===== src/hdl/fcmp_less_pkg.sv =====
// Purpose: shared constants and carriers for the float less-compare unit
// Assumes: one clock domain, registers on a plain strobe port
// Notes: flag vector layout is shared by the destination and the status word
package fcmp_less_pkg;

   // operation codes handled by this unit
   localparam logic [7:0] OP_LESS_BOOL = 8'h90;   // boolean less-than, code 144
   localparam logic [7:0] OP_LESS_FLAGS = 8'h91;  // flags-only less-than, code 145
   localparam logic [7:0] OP_LEQ_BOOL = 8'h92;    // boolean less-or-equal, code 146
   localparam logic [7:0] OP_LEQ_FLAGS = 8'h93;   // flags-only less-or-equal, code 147

   // the only issue slot that feeds this unit
   localparam logic [2:0] COMPARE_SLOT = 3'h3;
   // cycles from issue to writeback
   localparam int COMPARE_LATENCY = 1;

   // exception flag vector layout
   localparam int FLAG_WIDTH = 7;
   localparam int DIVIDE_BY_ZERO_FLAG = 0;
   localparam int INEXACT_FLAG = 1;
   localparam int UNDERFLOW_FLAG = 2;
   localparam int OVERFLOW_FLAG = 3;
   localparam int INVALID_OPERATION_FLAG = 4;
   localparam int INPUT_FLUSHED_FLAG = 5;
   localparam int OUTPUT_FLUSHED_FLAG = 6;

   // single-precision field layout
   localparam int EXP_MSB = 30;
   localparam int EXP_LSB = 23;
   localparam int MANT_MSB = 22;
   localparam int SIGN_BIT = 31;
   localparam logic [7:0] EXP_ALL_ONES = 8'hff;
   localparam logic [7:0] EXP_ZERO = 8'h00;

   // register map, byte addresses
   localparam logic [7:0] REG_STATUS_WORD = 8'h00;  // processor_status_word flags
   localparam logic [7:0] REG_EVENT = 8'h04;        // sticky events, write one to clear
   localparam logic [7:0] REG_EVENT_MASK = 8'h08;   // interrupt enables
   localparam logic [6:0] STATUS_WORD_RESET = 7'h00;
   localparam logic [2:0] EVENT_RESET = 3'h0;
   localparam logic [2:0] MASK_RESET = 3'h0;

   // event bit positions
   localparam int EVENT_WIDTH = 3;
   localparam int EV_INVALID = 0;   // boolean compare raised invalid
   localparam int EV_FLUSHED = 1;   // boolean compare raised input flushed
   localparam int EV_REFUSED = 2;   // issue to wrong slot or unknown code

   // one issued operation
   typedef struct packed {
      logic valid;
      logic [7:0] opcode;
      logic [2:0] slot;
      logic guard_present;
      logic guard_lsb;
      logic [6:0] dest_idx;
      logic [31:0] source_one;
      logic [31:0] source_two;
   } issue_t;

   // one destination writeback
   typedef struct packed {
      logic write_en;
      logic [6:0] dest_idx;
      logic [31:0] data;
   } result_t;

endpackage


===== src/hdl/float_compare_less_flags_unit.sv =====
// Purpose: single-precision less-than / less-or-equal compare unit
// Assumes: issue logic presents one operation per cycle with operands ready
// Notes: latency one; destination and status word change on the same edge
//
// Operation
// - flags-only less-or-equal, code 147, returns flags
// - flags less-or-equal is swapped greater-or-equal
// - flags-only forms never touch status word
// - flags forms flush denormals, set bit 5
// - flag vector bits 0..6, upper bits zero
// - boolean less-than writes one or zero
// - boolean less-than is swapped greater-than
// - operands single-precision, integer result
// - boolean form flushes denormals, sets status flag
// - status flags sticky, cleared only by write
// - status flags update with destination write
// - simultaneous updates OR with previous value
// - boolean guard gates destination and status flags
// - flags-form guard gates destination only
// - one-cycle latency, slot three only
// - boolean less-than 144, flags less-than 145
// - flags less-than is swapped greater-than flags
`timescale 1ns/100ps
module float_compare_less_flags_unit
   import fcmp_less_pkg::*;
(
   input wire logic ref_clk_i,                         // core clock, 10 MHz
   input wire logic reset_n_i,                         // async reset, active low
   input wire issue_t issue_i,                         // operation from issue logic
   input wire logic [FLAG_WIDTH-1:0] other_flags_i,    // same-cycle flags of other units
   input wire logic [7:0] reg_addr_i,                  // register byte address
   input wire logic [31:0] reg_wdata_i,                // register write data
   input wire logic reg_write_i,                       // one-cycle write strobe
   input wire logic reg_read_i,                        // one-cycle read strobe
   output result_t result_o,                           // destination writeback
   output logic [FLAG_WIDTH-1:0] status_flags_o,       // processor_status_word flags
   output logic [31:0] reg_rdata_o,                    // read data, cycle after strobe
   output logic irq_o                                  // level interrupt
);

   // ---------------------------------------------------------------
   // operand helpers
   // ---------------------------------------------------------------

   // exponent all ones with a nonzero fraction
   function automatic logic is_nan(input logic [31:0] v);
      is_nan = (v[EXP_MSB:EXP_LSB] == EXP_ALL_ONES) && (v[MANT_MSB:0] != 23'h000000);
   endfunction

   // exponent zero with a nonzero fraction
   function automatic logic is_denorm(input logic [31:0] v);
      is_denorm = (v[EXP_MSB:EXP_LSB] == EXP_ZERO) && (v[MANT_MSB:0] != 23'h000000);
   endfunction

   // denormals become zero of the same sign
   function automatic logic [31:0] flush(input logic [31:0] v);
      flush = is_denorm(v) ? {v[SIGN_BIT], 31'h00000000} : v;
   endfunction

   // both magnitudes zero, so +0 and -0 compare equal
   function automatic logic both_zero(input logic [31:0] a, input logic [31:0] b);
      both_zero = (a[EXP_MSB:0] == 31'h00000000) && (b[EXP_MSB:0] == 31'h00000000);
   endfunction

   // ordered greater-than on flushed non-NaN values
   function automatic logic ordered_gt(input logic [31:0] a, input logic [31:0] b);
      logic res;
      res = 1'b0;
      if (both_zero(a, b)) begin
         res = 1'b0;
      end else if (a[SIGN_BIT] != b[SIGN_BIT]) begin
         // differing signs: the positive one is larger
         res = ~a[SIGN_BIT];
      end else if (!a[SIGN_BIT]) begin
         // both positive: magnitude order
         res = a[EXP_MSB:0] > b[EXP_MSB:0];
      end else begin
         // both negative: reversed magnitude order
         res = a[EXP_MSB:0] < b[EXP_MSB:0];
      end
      ordered_gt = res;
   endfunction

   // ordered greater-or-equal on flushed non-NaN values
   function automatic logic ordered_ge(input logic [31:0] a, input logic [31:0] b);
      ordered_ge = ordered_gt(a, b) || (a == b) || both_zero(a, b);
   endfunction

   // ---------------------------------------------------------------
   // decode of the issued operation
   // ---------------------------------------------------------------

   logic code_known;       // opcode belongs to this unit
   logic slot_ok;          // issued in the compare slot
   logic accept;           // operation taken by this unit, guard not yet applied
   logic refused;          // valid issue that this unit rejects
   logic is_bool;          // boolean form, touches the status word
   logic is_leq;           // less-or-equal rather than strict
   logic guard_true;       // guard absent or guard lsb set

   assign code_known = (issue_i.opcode == OP_LESS_BOOL) || (issue_i.opcode == OP_LESS_FLAGS)
                    || (issue_i.opcode == OP_LEQ_BOOL) || (issue_i.opcode == OP_LEQ_FLAGS);
   assign slot_ok = (issue_i.slot == COMPARE_SLOT);
   assign accept = issue_i.valid && code_known && slot_ok;
   assign refused = issue_i.valid && !(code_known && slot_ok);
   assign is_bool = (issue_i.opcode == OP_LESS_BOOL) || (issue_i.opcode == OP_LEQ_BOOL);
   assign is_leq = (issue_i.opcode == OP_LEQ_BOOL) || (issue_i.opcode == OP_LEQ_FLAGS);
   // a missing guard means always execute
   assign guard_true = !issue_i.guard_present || issue_i.guard_lsb;

   // ---------------------------------------------------------------
   // compare datapath, all combinational within the issue cycle
   // ---------------------------------------------------------------

   logic [31:0] op_one;                 // flushed source_one
   logic [31:0] op_two;                 // flushed source_two
   logic any_nan;                       // unordered pair
   logic any_denorm;                    // an input was flushed
   logic cmp_true;                      // relation holds
   logic [FLAG_WIDTH-1:0] cmp_flags;    // flags this compare would raise
   logic [31:0] bool_word;              // integer 0 or 1
   logic [31:0] flag_word;              // integer flag vector

   // same flush for the boolean form
   assign op_one = flush(issue_i.source_one);
   assign op_two = flush(issue_i.source_two);
   assign any_nan = is_nan(issue_i.source_one) || is_nan(issue_i.source_two);
   assign any_denorm = is_denorm(issue_i.source_one) || is_denorm(issue_i.source_two);

   // the relation is evaluated with the operands exchanged, so both
   // less forms share the greater logic; a NaN makes every relation false
   always_comb begin
      cmp_true = 1'b0;
      if (any_nan) begin
         cmp_true = 1'b0;
      end else if (is_leq) begin
         cmp_true = ordered_ge(op_two, op_one);
      end else begin
         cmp_true = ordered_gt(op_two, op_one);
      end
   end

   // a compare can only raise invalid and input-flushed; the others stay
   // zero, which keeps the vector layout fixed for all compare forms
   always_comb begin
      cmp_flags = '0;
      cmp_flags[INVALID_OPERATION_FLAG] = any_nan;
      cmp_flags[INPUT_FLUSHED_FLAG] = any_denorm;
      cmp_flags[DIVIDE_BY_ZERO_FLAG] = 1'b0;
      cmp_flags[INEXACT_FLAG] = 1'b0;
      cmp_flags[UNDERFLOW_FLAG] = 1'b0;
      cmp_flags[OVERFLOW_FLAG] = 1'b0;
      cmp_flags[OUTPUT_FLUSHED_FLAG] = 1'b0;
   end

   assign bool_word = {31'h00000000, cmp_true};
   assign flag_word = {25'h0000000, cmp_flags};

   // ---------------------------------------------------------------
   // destination writeback, one cycle after issue
   // ---------------------------------------------------------------

   // the write enable falls back to zero when nothing is issued, so the
   // destination is only ever written by a guarded, accepted operation
   always_ff @(posedge ref_clk_i or negedge reset_n_i) begin
      if (!reset_n_i) begin
         result_o <= '0;
      end else begin
         result_o.write_en <= accept && guard_true;
         result_o.dest_idx <= issue_i.dest_idx;
         result_o.data <= is_bool ? bool_word : flag_word;
      end
   end

   // ---------------------------------------------------------------
   // status word exception flags
   // ---------------------------------------------------------------

   logic bool_commit;                        // boolean op commits this cycle
   logic [FLAG_WIDTH-1:0] own_update;        // this unit's contribution
   logic [FLAG_WIDTH-1:0] next_status;       // next status flags
   logic status_write;                       // explicit status-word write

   assign bool_commit = accept && is_bool && guard_true;
   assign own_update = bool_commit ? cmp_flags : '0;
   assign status_write = reg_write_i && (reg_addr_i == REG_STATUS_WORD);

   // an explicit write replaces the stored flags, but raises arriving in
   // the same cycle are still ORed on top so no exception is lost
   always_comb begin
      if (status_write) begin
         next_status = reg_wdata_i[FLAG_WIDTH-1:0] | own_update | other_flags_i;
      end else begin
         next_status = status_flags_o | own_update | other_flags_i;
      end
   end

   // registered on the same edge as result_o, so the flags appear together
   // with the destination write
   always_ff @(posedge ref_clk_i or negedge reset_n_i) begin
      if (!reset_n_i) begin
         status_flags_o <= STATUS_WORD_RESET;
      end else begin
         status_flags_o <= next_status;
      end
   end

   // ---------------------------------------------------------------
   // events and interrupt
   // ---------------------------------------------------------------

   logic [EVENT_WIDTH-1:0] event_bits;    // sticky event status
   logic [EVENT_WIDTH-1:0] event_mask;    // interrupt enables
   logic [EVENT_WIDTH-1:0] event_set;     // events raised this cycle
   logic [EVENT_WIDTH-1:0] event_clear;   // write-one-to-clear pattern
   logic [EVENT_WIDTH-1:0] next_events;   // next sticky event status

   always_comb begin
      event_set = '0;
      event_set[EV_INVALID] = own_update[INVALID_OPERATION_FLAG];
      event_set[EV_FLUSHED] = own_update[INPUT_FLUSHED_FLAG];
      event_set[EV_REFUSED] = refused;
   end

   assign event_clear = (reg_write_i && (reg_addr_i == REG_EVENT))
                      ? reg_wdata_i[EVENT_WIDTH-1:0] : '0;
   // a new event beats a clear in the same cycle
   assign next_events = (event_bits & ~event_clear) | event_set;

   // sticky event register
   always_ff @(posedge ref_clk_i or negedge reset_n_i) begin
      if (!reset_n_i) begin
         event_bits <= EVENT_RESET;
      end else begin
         event_bits <= next_events;
      end
   end

   // mask register, plain read/write
   always_ff @(posedge ref_clk_i or negedge reset_n_i) begin
      if (!reset_n_i) begin
         event_mask <= MASK_RESET;
      end else if (reg_write_i && (reg_addr_i == REG_EVENT_MASK)) begin
         event_mask <= reg_wdata_i[EVENT_WIDTH-1:0];
      end
   end

   // interrupt is built from the next bits and next mask, so it changes on the same
   // edge as the stored bits, and the output still comes straight from a flip-flop
   always_ff @(posedge ref_clk_i or negedge reset_n_i) begin
      if (!reset_n_i) begin
         irq_o <= 1'b0;
      end else begin
         irq_o <= |(next_events & (reg_write_i && (reg_addr_i == REG_EVENT_MASK)
                  ? reg_wdata_i[EVENT_WIDTH-1:0] : event_mask));
      end
   end

   // ---------------------------------------------------------------
   // register read port
   // ---------------------------------------------------------------

   // read data stand for exactly one cycle, zero otherwise and for any
   // unmapped address; values are those before a same-cycle write
   always_ff @(posedge ref_clk_i or negedge reset_n_i) begin
      if (!reset_n_i) begin
         reg_rdata_o <= 32'h00000000;
      end else if (reg_read_i) begin
         case (reg_addr_i)
            REG_STATUS_WORD: reg_rdata_o <= {25'h0000000, status_flags_o};
            REG_EVENT: reg_rdata_o <= {29'h00000000, event_bits};
            REG_EVENT_MASK: reg_rdata_o <= {29'h00000000, event_mask};
            default: reg_rdata_o <= 32'h00000000;
         endcase
      end else begin
         reg_rdata_o <= 32'h00000000;
      end
   end

endmodule


===== config.mk =====
export PLATFORM = sky130hd
export DESIGN_NAME = float_compare_less_flags_unit
export DESIGN_NICKNAME = d
export VERILOG_FILES = /design/src/hdl/fcmp_less_pkg.sv /design/src/hdl/float_compare_less_flags_unit.sv
export SDC_FILE = /design/constraint.sdc
export NUM_CORES = 1
export LEC_CHECK = 0
export BUFFER_PORTS_ARGS = -buffer_cell sky130_fd_sc_hd__buf_4
export CAP_MARGIN = 20
export CORE_MARGIN = 10
export CORE_UTILIZATION = 41
export CTS_BUF_LIST = sky130_fd_sc_hd__clkbuf_16
export DETAILED_ROUTE_END_ITERATION = 10
export GPL_TIMING_DRIVEN = 0
export PLACE_DENSITY = 0.82
export SETUP_SLACK_MARGIN = 0.1
export SYNTH_ARGS = -nofsm -noshare
export SYNTH_HDL_FRONTEND = slang
export SYNTH_SLANG_ARGS = --single-unit

===== constraint.sdc =====
create_clock -name ref_clk_i -period 1.3 [get_ports ref_clk_i]
set_input_delay 0.26 -clock ref_clk_i [delete_from_list [all_inputs] [get_ports ref_clk_i]]
set_output_delay 0.26 -clock ref_clk_i [all_outputs]
set_load 0.01 [all_outputs]

==> qor.txt <==
Share of cells above drive strength 1 - 46.6%
R2R cell count - 2
Io pins - 216
DR vias/cell - 4.70
Synthesized instance count - 351
Violated checks - setup timing
Worst setup margin - -1.46 ns
Final number of setup-violating endpoints - 16
Power Dens Cells - 674 nW/um^2
Synth Flop Type - dfrtp_1
Die W - 104 um
Mean Syn Cell Area - 8.15 um^2
Max rail drop VDD - 0.000417 V
Kind of critical path - in -> reg
Switching portion of total power - 26.1%
CP max FO - 5
Number of hold violations in the final report - 0
Hold Crit Depth - 1
Count leader, synth - buf_4
Share of the synthesized area in the top cell type - 28.0%
Synth Area in Compound Gates - 9.97%
Largest net degree at the start of global routing - 33
NetSw - 0.000865 W
Diodes inserted - 0
Die height - 104 um
# nets final - 728
Vias in the first global route - 3,255
IO Port Bufs - 135
Static Leak - 2.58 nW
Synth Area in Simple Gates - 27.0%
R2R Setup Slk - 0.22 ns
Placer Congestion - 0.963
Max H-tree Level - 2
Max Fclk - 362 MHz
Max Root-Sink Buffers - 2
Crit path launch type - input port
Core Rows - 30
Clk_lat worst skew - 0.27 ns
Final min period - 2.76 ns
Hold WC Path Type - in -> reg
Final ANT Viol Nets - 0
Multiplexer share of the synthesized area - 2.49%
Fin Setup TNS - -3.43 ns
Cell variety after synth - 39
Final instance area - 4910 um^2
Skew final - 0.00478 ns
Mapped cell area - 2860 um^2
Placed instance area - 4400 um^2
WL final - 10,400 um
Seq pwr share - 30.9%
Status - finished, violations left
Drt pass-1 iters - 5
Clock-pin slew on the worst setup and hold paths - 0.05 ns
Vias - 3,092
Top post-synthesis cells by area - dfrtp_1 28%, buf_4 14%, ha_1 14%
Initial core utilization - 42.1%
Drt drc - 0
Seq/Total Area, Yosys - 28.0%
Antenna violations before repair - 0
RSZ-0062 raised after global routing - true
HPWL after DPL - 8760 um
Comb power frac - 29.7%
Total GRT Usage - 18.2%
Area Overhead vs Synth - 71.7%
First-pass GRT wire length - 16,400 um
Clk sinks - 32
Post-Synth Adder-Cell Area - 13.6%
Max-cap violations - 0
Largest area contributor in the netlist - dfrtp_1
Synth Area in XOR/XNOR - 0%
Asr flop ratio synth - 100%
Largest family of logic cells by synthesized area - simple AND/OR/NAND/NOR gates
Drt first-iter violations - 97
Total grt overflow - 0
Final Max Slew Viols - 0
Yosys warnings - 0
#FFs+latches synth - 32
Core Region - 6790 um^2
TritonCTS clock tree - yes
Tcrit/Tclk final - 213%
Full die area - 10,700 um^2
Required time of the critical path - 1.45 ns
Clock power share - 39.4%
Setup crit end kind - flop
Number of synthesized flops with an enable pin - 0
Root Driver - clkbuf_16
CTS buffer count - 5
Critical Path AT - 2.92 ns
Most frequent cells after synthesis - 54 x buf_4, 46 x nand2_1, 32 x dfrtp_1
Internal - 0.00244 W
DR WL/cell - 15.8 um
critical path: stages:
cell	delay, ns
buf_8	0.10
nor4_4	0.28
nand4_1	0.24
o21bai_4	0.25
buf_8	0.13
and2_4	0.14
ha_4	0.20
and2_4	0.13
a221o_1	0.31
a221oi_2	0.30
o21ai_1	0.14
a21oi_2	0.18
mux2i_1	0.19
o21ai_1	0.07
cell families (layout without fill, tap and decap cells):
kind of cell    after synthesis  after routing
fa+ha+maj                    31             31
flops                        32             32
other cells                   1             54
mux                           7              7
simple gates                147            147
buf+inv                      89            247
compound gates               44             44
final cells by class:
cell class,instances,area [um^2]
plain buffers,68,504
clock buffers,5,125
clock inverters,3,42.5
fillers,512,1880
inverters,21,78.8
multi-input cells,283,2040
flip-flops and latches,32,801
well taps,96,120
repair buffers,150,1200
power by group through the flow:
stage                     clock network (W)  registers (W)  logic (W)
after floorplan                           0        0.00105   0.000467
after global placement                    0        0.00104   0.000892
after detailed placement                  0        0.00104   0.000909
after global routing                0.00137        0.00102    0.00108
final                               0.00130        0.00102   0.000983
after CTS                           0.00132        0.00102   0.000940
sequential cells by signal (all words and copies together), names as in the netlist:
register	cells
status_flags_o	7
result_o	11
event_mask	3
reg_rdata_o	7
irq_o	1
event_bits	3
path summary, 6_finish.rpt:
| path | from | endpoint |
|---|---|---|
| hold / removal | issue_i[65] | result_o[33] |
| setup / recovery | issue_i[16] | result_o[0] |
| max in group asynchronous | reset_n_i | event_bits[0] |
| setup reg to reg | event_mask[2] | irq_o |
| min in group asynchronous | reset_n_i | status_flags_o[6] |
| hold reg to reg | status_flags_o[4] | reg_rdata_o[4] |
per-stage QoR:
stage                     hold WS [ns]  power (W)  setup WS [ns]  cells  utilization, %
after floorplan                -0.0356    0.00151          -1.30    404               -
after global placement           0.217    0.00193          -1.87    635            64.7
after detailed placement         0.220    0.00195          -1.87    635            64.7
after CTS                       0.0881    0.00329          -1.44    652            69.9
after global routing            0.0859    0.00348          -1.60    658            72.3
final                           0.0912    0.00331          -1.46    658            72.3
layer usage:
layer / vias to the layer above / wire length, um / global-route usage, %
li1: 1523 / - / -
met1: 1420 / 4010 / 20.2
met2: 135 / 5400 / 33.3
met3: 14 / 810 / 4.96
met4: 0 / 149 / 4.13
met5: - / 0 / 0
layout by cell type (no fill, tap or decap), types with 4 or more instances in the layout:
cell type / netlist / final
a211o_1: 5 / 5
a21oi_1: 14 / 13
and2_1: 23 / 22
buf_4: 54 / 190
buf_6: 0 / 12
buf_8: 0 / 4
clkbuf_1: 13 / 8
clkbuf_16: 0 / 5
conb_1: 1 / 54
dfrtp_1: 32 / 32
ha_1: 31 / 30
inv_1: 21 / 21
mux2i_1: 6 / 6
nand2_1: 46 / 40
nand2_2: 0 / 6
nand3_1: 6 / 4
nand3b_1: 4 / 4
nand4_1: 14 / 14
nor2_1: 23 / 18
nor3_1: 6 / 5
nor4_2: 0 / 4
nor4_4: 1 / 9
o21ai_0: 9 / 5
repair_timing:
item | CTS | global route
hold buffers | 1 | 0
endpoints found under the setup margin | 15 | 21
pin swaps | 15 | 22
endpoints found under the hold margin | 32 | 0
gates resized for setup | 25 | 33
setup buffers | 7 | 10
cloned | 1 | 0
Power figures use the tool's default switching activity.
